File: src/hw/labce_pkg.sv
/*
 * shared constants and carrier types for the logic/bit-clear execute block.
 * assumes a core that hands over one 16-bit instruction word per cycle
 * and a data register file reached through a simple read/write port.
 */
// Operation
// [RQ1] literal AND into accumulator, zero flag only
// [RQ2] low byte is file address, one bit destination
// [RQ3] destination zero to accumulator, one to file
// [RQ4] register AND updates zero flag, one cycle
// [RQ5] bit clear zeroes one bit, flags untouched
// [RQ6] four phases: decode, read, execute, write
package labce_pkg;
    localparam int          DATA_W        = 8;
    localparam int          ADDR_W        = 8;
    localparam int          INSTR_W       = 16;
    localparam logic [7:0]  OP_ANDLIT     = 8'hB5;
    localparam logic [6:0]  OP_ANDFILE    = 7'h05;
    localparam logic [4:0]  OP_CLRBIT     = 5'h11;
    localparam int          DEST_BIT      = 8;
    localparam int          BITSEL_LSB    = 8;
    // accumulator comes up all ones: other core instructions load it, and
    // an all-zero start would pin every and result of this block at zero
    localparam logic [7:0]  ACC_RESET     = 8'hFF;
    localparam logic        DEST_ACC      = 1'b0;
    localparam logic        DEST_FILE     = 1'b1;

    typedef enum logic [3:0] {
        LABCE_Q1 = 4'b0001,
        LABCE_Q2 = 4'b0010,
        LABCE_Q3 = 4'b0100,
        LABCE_Q4 = 4'b1000
    } labce_phase_t;

    typedef enum logic [2:0] {
        LABCE_NONE = 3'b001,
        LABCE_ANDL = 3'b010,
        LABCE_ANDF = 3'b100
    } labce_unused_t;

    // one decoded instruction
    typedef struct packed {
        logic              isAndLit;
        logic              isAndFile;
        logic              isClrBit;
        logic              toFile;
        logic [2:0]        bitSel;
        logic [ADDR_W-1:0] addr;
        logic [DATA_W-1:0] literal;
    } labce_dec_t;

    // file register write request
    typedef struct packed {
        logic              we;
        logic [ADDR_W-1:0] addr;
        logic [DATA_W-1:0] data;
    } labce_fwr_t;
endpackage : labce_pkg

File: src/hw/labce_decoder.sv
/*
 * combinational opcode decoder for the three handled instructions.
 * assumes the instruction word is stable while it is decoded.
 */
`timescale 1ns/1ps
module labce_decoder (
    input  wire logic [15:0]        instr,
    output labce_pkg::labce_dec_t   dec
);
    // field extraction; other opcodes decode to no operation
    always_comb begin
        dec           = '0;
        dec.isAndLit  = (instr[15:8] == labce_pkg::OP_ANDLIT);  // see [RQ1]
        dec.isAndFile = (instr[15:9] == labce_pkg::OP_ANDFILE); // see [RQ4]
        dec.isClrBit  = (instr[15:11] == labce_pkg::OP_CLRBIT); // see [RQ5]
        dec.toFile    = instr[labce_pkg::DEST_BIT];            // see [RQ2]
        dec.bitSel    = instr[labce_pkg::BITSEL_LSB +: 3];
        dec.addr      = instr[7:0];                            // see [RQ2]
        dec.literal   = instr[7:0];
    end
endmodule : labce_decoder

File: src/hw/labce_exec.sv
/*
 * execute unit: and-literal, and-file and clear-bit over four phases.
 * assumes instrValid is held with instr until instrTaken pulses, and that
 * the register file returns fileRdData combinationally for fileRdAddr.
 */
`timescale 1ns/1ps
module labce_exec (
    input  wire logic                  ref_clk,
    input  wire logic                  reset,
    input  wire logic [15:0]           instr,
    input  wire logic                  instrValid,
    output logic                       instrTaken,
    output logic [7:0]                 fileRdAddr,
    input  wire logic [7:0]            fileRdData,
    output labce_pkg::labce_fwr_t      fileWr,
    output logic [7:0]                 workingAccumulator,
    output logic                       zeroFlag,
    output logic [3:0]                 phase
);
    labce_pkg::labce_dec_t  dec;
    labce_pkg::labce_dec_t  held;
    labce_pkg::labce_phase_t state;
    logic [7:0]             operand;
    logic [7:0]             result;
    logic                   active;

    ////////////////////////////////////////////////////////////////////////
    labce_decoder u_dec (
        .instr (instr),
        .dec   (dec)
    );

    function automatic logic [7:0] clr_mask(input logic [2:0] b);
        clr_mask = ~(8'h01 << b);
    endfunction : clr_mask

    ////////////////////////////////////////////////////////////////////////
    // phase sequencer, free running so timing matches the core cycle
    always_ff @(posedge ref_clk or posedge reset) begin
        if (reset) begin
            state <= labce_pkg::LABCE_Q1;
        end else begin
            unique case (state)                             // see [RQ6]
                labce_pkg::LABCE_Q1: state <= labce_pkg::LABCE_Q2;
                labce_pkg::LABCE_Q2: state <= labce_pkg::LABCE_Q3;
                labce_pkg::LABCE_Q3: state <= labce_pkg::LABCE_Q4;
                labce_pkg::LABCE_Q4: state <= labce_pkg::LABCE_Q1;
            endcase
        end
    end
    assign phase = state;

    // q1 decode: latch the instruction so late input changes do no harm
    always_ff @(posedge ref_clk or posedge reset) begin
        if (reset) begin
            held   <= '0;
            active <= 1'b0;
        end else if (state == labce_pkg::LABCE_Q1) begin
            held   <= dec;                                  // see [RQ6]
            active <= instrValid;
        end
    end
    assign instrTaken = instrValid && (state == labce_pkg::LABCE_Q1);

    // q2 read literal or source register
    assign fileRdAddr = held.addr;
    always_ff @(posedge ref_clk or posedge reset) begin
        if (reset) begin
            operand <= 8'h00;
        end else if (state == labce_pkg::LABCE_Q2) begin
            operand <= held.isAndLit ? held.literal : fileRdData;
        end
    end

    // q3 execute
    always_ff @(posedge ref_clk or posedge reset) begin
        if (reset) begin
            result <= 8'h00;
        end else if (state == labce_pkg::LABCE_Q3) begin
            if (held.isClrBit)
                result <= operand & clr_mask(held.bitSel);  // see [RQ5]
            else
                result <= workingAccumulator & operand;     // see [RQ1]
        end
    end

    // q4 accumulator and zero flag; bit clear leaves both alone
    always_ff @(posedge ref_clk or posedge reset) begin
        if (reset) begin
            workingAccumulator <= labce_pkg::ACC_RESET;
            zeroFlag           <= 1'b0;
        end else if (state == labce_pkg::LABCE_Q4 && active) begin
            if (held.isAndLit || (held.isAndFile &&
                    held.toFile == labce_pkg::DEST_ACC))
                workingAccumulator <= result;               // see [RQ3]
            if (held.isAndLit || held.isAndFile)
                zeroFlag <= (result == 8'h00);              // see [RQ4]
        end
    end

    // q4 file write: registered so the strobe is clean for one cycle
    always_ff @(posedge ref_clk or posedge reset) begin
        if (reset) begin
            fileWr <= '0;
        end else begin
            fileWr.we   <= (state == labce_pkg::LABCE_Q3) && active &&
                           (held.isClrBit || (held.isAndFile &&
                            held.toFile == labce_pkg::DEST_FILE)); // see [RQ3]
            fileWr.addr <= held.addr;
            fileWr.data <= (held.isClrBit)
                           ? (operand & clr_mask(held.bitSel))
                           : (workingAccumulator & operand);
        end
    end
endmodule : labce_exec

File: config.mk
export PLATFORM = sky130hd
export DESIGN_NAME = labce_exec
export DESIGN_NICKNAME = d
export VERILOG_FILES = /design/src/hw/labce_pkg.sv /design/src/hw/labce_decoder.sv /design/src/hw/labce_exec.sv
export SDC_FILE = /design/constraint.sdc
export NUM_CORES = 1
export LEC_CHECK = 0
export BUFFER_PORTS_ARGS = -buffer_cell sky130_fd_sc_hd__buf_4
export CAP_MARGIN = 20
export CELL_PAD_IN_SITES_DETAIL_PLACEMENT = 0
export CELL_PAD_IN_SITES_GLOBAL_PLACEMENT = 2
export CORE_UTILIZATION = 35
export CTS_BUF_LIST = sky130_fd_sc_hd__clkbuf_8
export DETAILED_ROUTE_END_ITERATION = 12
export PLACE_DENSITY = 0.82
export SLEW_MARGIN = 10
export SYNTH_ARGS = -nofsm -noshare
export SYNTH_HDL_FRONTEND = slang
export SYNTH_SLANG_ARGS = --single-unit
File: constraint.sdc
create_clock -name ref_clk -period 2.4 [get_ports ref_clk]
set_input_delay 0.36 -clock ref_clk [delete_from_list [all_inputs] [get_ports ref_clk]]
set_output_delay 0.36 -clock ref_clk [all_outputs]
set_load 0.005 [all_outputs]
Yosys cells after proc, flatten, opt, wreduce, memory -nomap -nowiden
Cells that the tools add are included.
{"block": "op_classes", "bitwise": 4, "n_reduce_logical": 12, "shift": 1, "n_eq_ne": 7, "muxes": 3}
{"operator": "$and A8 B8 Y8", "count": 2}
{"operator": "$mux W8", "count": 2}
{"operator": "$pmux W4 S4", "count": 1}
{"operator": "$eq A8 B8 Y1 const B", "count": 1}
{"operator": "$logic_not A8 Y1", "count": 1}
{"operator": "$not A8 Y8", "count": 1}
{"operator": "$shl A1 B3 Y8 const A", "count": 1}
{"operator": "$eq A7 B3 Y1 const B", "count": 1}
{"operator": "$logic_and A1 B1 Y1", "count": 6}
{"operator": "$eq A5 B5 Y1 const B", "count": 1}
{"operator": "$eq A4 B1 Y1 const B", "count": 1}
{"operator": "$eq A4 B2 Y1 const B", "count": 1}
{"operator": "$eq A4 B3 Y1 const B", "count": 1}
{"operator": "$eq A4 B4 Y1 const B", "count": 1}
{"operator": "$reduce_and A2 Y1", "count": 2}
{"operator": "$logic_or A1 B1 Y1", "count": 3}
{"operator": "$not A1 Y1", "count": 1}
{"block": "word_totals", "register_bits": 62, "input_bits": 27, "word_cells": 42, "output_inout_bits": 39}

Longest topological paths before layout
Gate-level depths: netlist (run 1).
{"block": "depth", "ltp_word": 4, "ltp_mapped": 4, "depth_no_buf": 3}

By module
A second synthesis (run 1) with hierarchy kept.
{"block": "unflattened", "cells_unflattened": 217, "area_unflattened_um2": 3017.9}
{"module": "labce_exec", "area_each_um2": 2813.9, "n_inst": 1, "cells_per_inst": 190, "seq_area_each_um2": 1762.9}
{"module": "labce_decoder", "area_each_um2": 203.9, "n_inst": 1, "cells_per_inst": 27, "seq_area_each_um2": 0.0}

Worst setup path before layout (run 1)
Ideal clock, no wire load.
{"block": "synth_timing", "path_kind": "reg2reg", "from": "reg state[1] (netlist: phase[1])", "to": "reg result[0]", "path_stages_with_launch": 4, "path_buffers": 0, "synth_period_minus_slack_ns": 1.594, "t_arrival_ns": 1.470, "required_time_ns": 2.275, "slack_ns": 0.806, "setup_time_ns": 0.125, "cell_sequence": "dfrtp_1 > or4b_4 > inv_2 > mux2_2"}
{"block": "synth_between", "elab_chain_cells": 1}
{"item": "start, declared", "line_no": "labce_exec.sv:22", "text": "labce_pkg::labce_phase_t state;"}
{"item": "start signal, assigned", "line_no": "labce_exec.sv:41", "text": "state <= labce_pkg::LABCE_Q1;"}
{"item": "start signal, assigned", "line_no": "labce_exec.sv:44", "text": "labce_pkg::LABCE_Q1: state <= labce_pkg::LABCE_Q2;"}
{"item": "start signal, assigned", "line_no": "labce_exec.sv:45", "text": "labce_pkg::LABCE_Q2: state <= labce_pkg::LABCE_Q3;"}
{"item": "$eq A4 B3 Y1", "line_no": "labce_exec.sv:79", "text": "end else if (state == labce_pkg::LABCE_Q3) begin"}
{"item": "end signal, assigned", "line_no": "labce_exec.sv:81", "text": "result <= operand & clr_mask(held.bitSel);"}
{"item": "end signal, assigned", "line_no": "labce_exec.sv:83", "text": "result <= workingAccumulator & operand;"}
{"item": "end, declared", "line_no": "labce_exec.sv:24", "text": "logic [7:0] result;"}
Every way passes these cells.
A chain may end at the register's enable or synchronous reset.

Worst setup path in the final report (run 1)
{"block": "layout_timing", "from": "reg state[0] (netlist: phase[0])", "to": "out instrTaken"}
{"block": "layout_between", "elab_chain_cells": 2}
{"item": "$eq A4 B1 Y1", "line_no": "labce_exec.sv:63", "text": "assign instrTaken = instrValid && (state == labce_pkg::LABCE_Q1);"}
{"item": "$logic_and A1 B1 Y1", "line_no": "labce_exec.sv:63"}
{"item": "end, declared", "line_no": "labce_exec.sv:12", "text": "output logic instrTaken,"}
Every way passes these cells.

==> results.md, run 1 <==
* Outcome: finished with violations
* Failing checks: DRC
* Maximum VDD drop at 0.324 mV
* Root Buffer: clkbuf_8
* Mapped cell area at 2450 µm²
* R2R Path Start: phase[1]
* GRT Total Usage at 0.162
* Power Density at 659 nW/µm²
* Crit path DAT at 1.67 ns
* Max_cap viols at 0
* Max Clock Skew at 0.0105 ns
* Nets@finish at 276
* Die W at 85.6 µm
* Clock network power share at 0.431
* Initial antenna violation count at 0
* Vias at 1634
* Worst Setup End Kind: output port
* HP Class: input pin to asynchronous set/reset pin
* F_max at 493 MHz
* P_int at 0.00163 W
* Dpl hpwl at 3700 µm
* Number of I/O pins at 66
* Sw Ratio at 0.227
* Commonest register cell after synthesis: dfrtp_1
* Lkg Pwr at 1.48 nW
* Least-Margin Pin Slew at roughly 0.60 ns
* CTS clk-pin slew, worst paths at 0.08 ns
* Seq/Total Area, Yosys at 0.629
* Core Region at 6760 µm²
* Routed WL at 5210 µm
* Switching power at roughly 0.00048 W
* Post-synth top area cell: dfrtp_1
* CTS max path bufs at 2
* Wire per inst at 15.6 µm
* Vias in the first global route at 1701
* Worst slew margin at 0.597
* Synth Area in Compound Gates at 0.0747
* Area of the multi-input gates at 798 µm²
* Detailed Routing Iterations Pass 1 at 8
* Period utilization at 0.845
* XOR/XNOR Fraction of Synth Area at 0
* Die ar. at around 7300 µm²
* Gate power share at 0.055
* Most frequent cell after synthesis: dfrtp_1
* Area Growth Syn to Fin at 30.5%
* Drt via density at 4.89
* Cell variety after synth at 36
* Syn avg cell area at roughly 13 µm²
* Adder-cell share of the synthesized area at 0
* Hold_ws at slightly above 0.08 ns
* CTS hold repair buffers at 0
* Endpoints failing setup at 0
* Final min period at 2.03 ns
* Unrepaired setup endpoints after global routing: no
* Routed Antenna Nets at 0
* Reg area at 1540 µm²
* Setup TNS at 0 ns
* Diodes inserted at 0
* Final Cell Area at 3190 µm²
* Largest family of logic cells by synthesized area: multiplexers
* Placed insts at between 300 and 400
* Share of cells above drive strength 1 at 0.504
* Fill count at 642
* # rows at 30
* Synth warn at 0
* Starting density of the core at 0.362
* Post_cts resized at 0
* Post-Place Cell Area at 2990 µm²
* Die Y at 85.6 µm
* Most frequent cells after synthesis: dfrtp_1 (52), mux2_2 (26), nor2_1 (11)
* Slew Viols, Final at 0
* Mux contribution to synthesized area at 0.157
* Final Wtd Congestion at slightly above 0.7
* Non-Filler Instances at around 330
* Grt ovf at 0
* H-tree depth at 3
* Input/output buffers at 65
* Critical Path Source Type: flip-flop
* Final hold violations at 0
* Mapped Nets at 210
* Largest net degree at the start of global routing at 37
* Number of enable flip-flop cells after synthesis at 0
* TritonCTS clock tree: done
* Top cell type's share of synthesized area at 0.532
* Skew-Pair Late Insertion Delay at between 0.3 and 0.4 ns
* CTS sink count at 61
* DR iter-0 viols at 81
* Post-synthesis simple-gate area fraction at 0.0926
* Post-Syn Instances at 183
* CP startpoint: phase[0]
* Post-CTS setup buffer count at 0
* Peak fanout along the critical path at 12
* First-pass GRT wire length at roughly 8800 µm
* Drc violations at 1
* Register bit total from synthesis at 61
* Ys async rst share at 1.00
* CTS Buf Count at 9
* Worst setup path class: flip-flop to output port
* Synth top area cells: dfrtp_1 (53%), mux2_2 (12%), dfstp_2 (9.7%)
* Required @ worst endpoint at 2.04 ns
* Part of the power in registers at 0.514
* Tot Pwr at about 0.0021 W
==> critical path: stages (launching register included) <==
cell	delay [ns]
dfstp_2	0.60
nor4b_2	0.26
buf_4	0.23
and2_1	0.14
buf_4	0.10
==> kinds of logic (layout without fill, tap and decap cells) <==
family	after synthesis	after routing
DFF	61	61
and+or+nand+nor	36	36
muxes	35	35
AOI/OAI and AO/OA	30	30
buffers and inverters	21	92
==> state kept, by name, indices dropped and copies added, names as in the netlist <==
name	count
fileWr	17
held	14
operand	8
result	8
workingAccumulator	8
phase	4
active	1
zeroFlag	1
==> cell type report <==
| cell class | instances | area share |
|---|---|---|
| multi-input combinational | 101 | 0.250 |
| sequential | 61 | 0.482 |
| clock inverter | 6 | 0.0196 |
| timing repair buffer | 69 | 0.166 |
| clock buffer | 10 | 0.0431 |
| inverter | 7 | 0.00823 |
| tap | 80 | 0.0313 |
==> routing by layer <==
layer	global-route usage	up-vias	part of all wire	wire length (µm)
met5	0	-	0	0
met4	0.0545	0	0.014	73
met3	0.0654	7	0.063	330
met2	0.233	50	0.45	2360
met1	0.222	802	0.47	2450
li1	-	775	-	-
==> per-stage QoR <==
stage                     worst slack, ns  utilization
after global routing                0.262        0.473
after global placement              0.738        0.443
after floorplan                     0.542            -
final                               0.372        0.473
after detailed placement            0.691        0.443
after CTS                           0.338        0.473
==> placed cells by master (no fill, tap or decap) <==
master       n
buf_4       68
dfrtp_1     52
mux2_2      26
nor2_1      11
o21ai_0     10
a21oi_1     10
clkbuf_8    10
mux2i_1      9
dfstp_2      9
inv_1        5
nand2_1      5
nor3_1       3
a31oi_1      3
clkinvlp_4   3
nor2b_1      2
inv_2        2
nor4b_2      2
nor4_1       2
nand3_1      2
clkinv_2     2
nor4b_4      1
o211ai_2     1
or4b_4       1
nand2b_1     1
o21a_1       1
o31a_1       1
o221a_2      1
nor3b_1      1
a41oi_1      1
and2_1       1
o31ai_1      1
o211ai_1     1
nor4b_1      1
nand4_1      1
and4b_1      1
nor4bb_1     1
bufinv_16    1
buf_12       1
==> power by group through the flow <==
stage | registers [W] | clock network [W] | logic (W)
finish | 0.00108 | 0.000907 | 0.000115
global route | 0.00109 | 0.000989 | 0.000131
CTS | 0.00108 | 0.000934 | 0.000119
detailed placement | 0.00110 | 0 | 0.000118
global placement | 0.00110 | 0 | 0.000116
floorplan | 0.00109 | 0 | 0.0000559
==> path summary, 6_finish.rpt <==
check,cells after the start,slack [ns],to
worst max-delay path,4,0.37,instrTaken
worst min-delay path,2,0.08,fileWr[4]
worst max register to register,3,0.67,result[0]
worst min register to register,0,0.43,fileWr[8]
max in group asynchronous,3,1.65,workingAccumulator[1]
min in group ref_clk,3,0.25,held[16]
No activity file was read; power rests on OpenSTA's default activity.
==> run 2: changes to the inputs <==
Clock period 2.4 ns to 1.96 ns, I/O delays scaled along.
==> run 2 against run 1 <==
  * The flow now finishes without violations
  * Wire length rose by 1.7%
  * Via count is 3.1% higher
  * Clock skew fell by 0.0039 ns
  * Worst setup slack lost 0.27 ns
  * Register-to-register slack got worse by 0.46 ns
  * Sequential share of layout area down 1.5 points
  * Hold slack got worse by 0.060 ns
  * Clock power up 33%
  * Flip-flop and latch count did not move
  * Critical path type unchanged
  * Critical endpoint unchanged
==> results.md, run 2 (synthesis gave the netlist of run 1 again) <==
* Outcome: completed
* Pre-CTS WS at 0.248 ns (-0.443 ns)
* Max Clock Skew at 0.00667 ns (-0.00388 ns)
* Setup TNS at 0 ns (unchanged)
* Max reg flops at 17 (unchanged)
* Number of I/O pins at 66 (unchanged)
* Area Growth Syn to Fin at 34.7%
* Setup ws final at 0.100 ns (-0.272 ns)
* Largest net degree at the start of global routing at 26 (-30%)
* H-tree depth at 3 (unchanged)
* Root Buffer: clkbuf_8
* Core Region at 6760 µm² (unchanged)
* Lkg Pwr at 1.56 nW (+4.9%)
* Detailed Routing Iterations Pass 1 at 6 (-2)
* HP Class: input pin to asynchronous set/reset pin
* Worst Setup End Kind: output port
* TritonCTS clock tree: done
* Wire per inst at 15.4 µm (-1.2%)
* Dpl hpwl at 3860 µm (+4.4%)
* Required @ worst endpoint at 1.67 ns (-0.37 ns)
* CTS max path bufs at 2 (unchanged)
* Placed insts at 324 (+1.9%)
* Met1 wire length at 2380 µm (-2.6%)
* Non-Filler Instances at 344 (+3.0%)
* Skew-Pair Late Insertion Delay at 0.34 ns (about the same)
* Drt via density at 4.90 (about the same)
* Die ar. at 7330 µm² (unchanged)
* Max_cap viols at 0 (unchanged)
* Diodes inserted at 0 (unchanged)
* Met2 WL post-DR at 2490 µm (+5.8%)
* Least-Margin Pin Slew at 0.587 ns (-0.0168 ns)
* Regs by FF count: fileWr x17, held x14
* Final min period at 1.86 ns
* GRT Total Usage at 0.163 (+0.000686)
* Peak fanout along the critical path at 5 (-7)
* Starting density of the core at 0.362 (unchanged)
* Final hold violations at 0 (unchanged)
* Nets@finish at 286 (+3.6%)
* Routed WL at 5300 µm (+1.7%)
* Input/output buffers at 65 (unchanged)
* Commonest non-fill, non-tap cell in the layout: buf_4
* Vias in the first global route at 1708 (+0.41%)
* Power Density at 815 nW/µm² (+24%)
* Final Wtd Congestion at 0.763 (+5.1%)
* Period utilization at 0.949
* Share of cells above drive strength 1 at 0.515 (+0.0112)
* Die W at 85.6 µm (unchanged)
* CTS Buf Count at 9 (unchanged)
* Crit path DAT at 1.57 ns (-0.10 ns)
* Slew Viols, Final at 0 (unchanged)
* Worst setup path class: flip-flop to output port
* Drc violations at 0 (-1)
* CTS hold repair buffers at 0 (unchanged)
* F_max at 538 MHz
* CTS clk-pin slew, worst paths at 0.07 ns (about the same)
* Most flops, register: fileWr
* Endpoints failing setup at 0 (unchanged)
* Critical Path Source Type: flip-flop
* Grt ovf at 0 (unchanged)
* Maximum VDD drop at 0.512 mV (+58%)
* Vias at 1684 (+3.1%)
* First-pass GRT wire length at 8750 µm (about the same)
* Met3 WL post-DR at 366 µm (+11%)
* Tot Pwr at 0.00268 W (+27%)
* CTS sink count at 61 (unchanged)
* # rows at 30 (unchanged)
* Worst slew margin at 0.608 (+0.0107)
* Die Y at 85.6 µm (unchanged)
* Routed Antenna Nets at 0 (unchanged)
* Unrepaired setup endpoints after global routing: no
* DR iter-0 viols at 61 (-25%)
* Initial antenna violation count at 0 (unchanged)
* Most frequent cells in the layout: buf_4 (78), dfrtp_1 (52), mux2_2 (26)
* DR top layer: met4
## run 2: worst max-delay path: stages (launching register included)
cell and delay, ns:
dfrtp_1 0.47, nor4b_4 0.34, buf_4 0.19, and2_1 0.12, buf_4 0.10
## run 2: area by class of cell
cell class                      count  area [µm²]
Inverter                            7        26.3
Sequential cell                    61        1540
Clock buffer                       10         138
Tap cell                           80         100
Timing Repair Buffer               79         606
Fill cell                         647        3460
Clock inverter                      6        80.1
Multi-Input combinational cell    101         807
## run 2: worst paths after layout
path,start,to,slack (ns),cells past startpoint
setup / recovery,phase[1],instrTaken,0.10,4
hold / removal,reset,held[20],0.02,2
setup reg to reg,phase[1],result[3],0.21,3
hold reg to reg,held[7],fileWr[15],0.42,0
max in group asynchronous,reset,workingAccumulator[4],1.26,3
min in group ref_clk,instr[8],held[16],0.18,3
## run 2: power by group
group / switching, W / internal (W)
logic: 0.0000625 / 0.0000873
registers: 0.0000265 / 0.00129
clock network: 0.000474 / 0.000739
## run 2: timing repair
| item | 4_1_cts | 5_1_grt |
|---|---|---|
| setup endpoints to repair | 1 | 1 |
| gates resized for setup | 1 | 0 |
| pin swaps | 0 | 0 |
| buffers inserted | 0 | 4 |
| endpoints found under the hold margin | 0 | 0 |
## run 2: metrics by stage
step / util / cell area, µm² / hold WS (ns)
detailed placement: 0.450 / 3040 / 0.402
CTS: 0.483 / 3260 / 0.0346
finish: 0.488 / 3290 / 0.0223
global placement: 0.450 / 3040 / 0.397
global route: 0.488 / 3290 / 0.0526
floorplan: - / 2450 / 0.391
## run 2: layer usage
layer / track usage / up-vias
li1: - / 798
met1: 0.208 / 830
met2: 0.241 / 49
met3: 0.0876 / 7
met4: 0.0409 / 0
met5: 0 / -
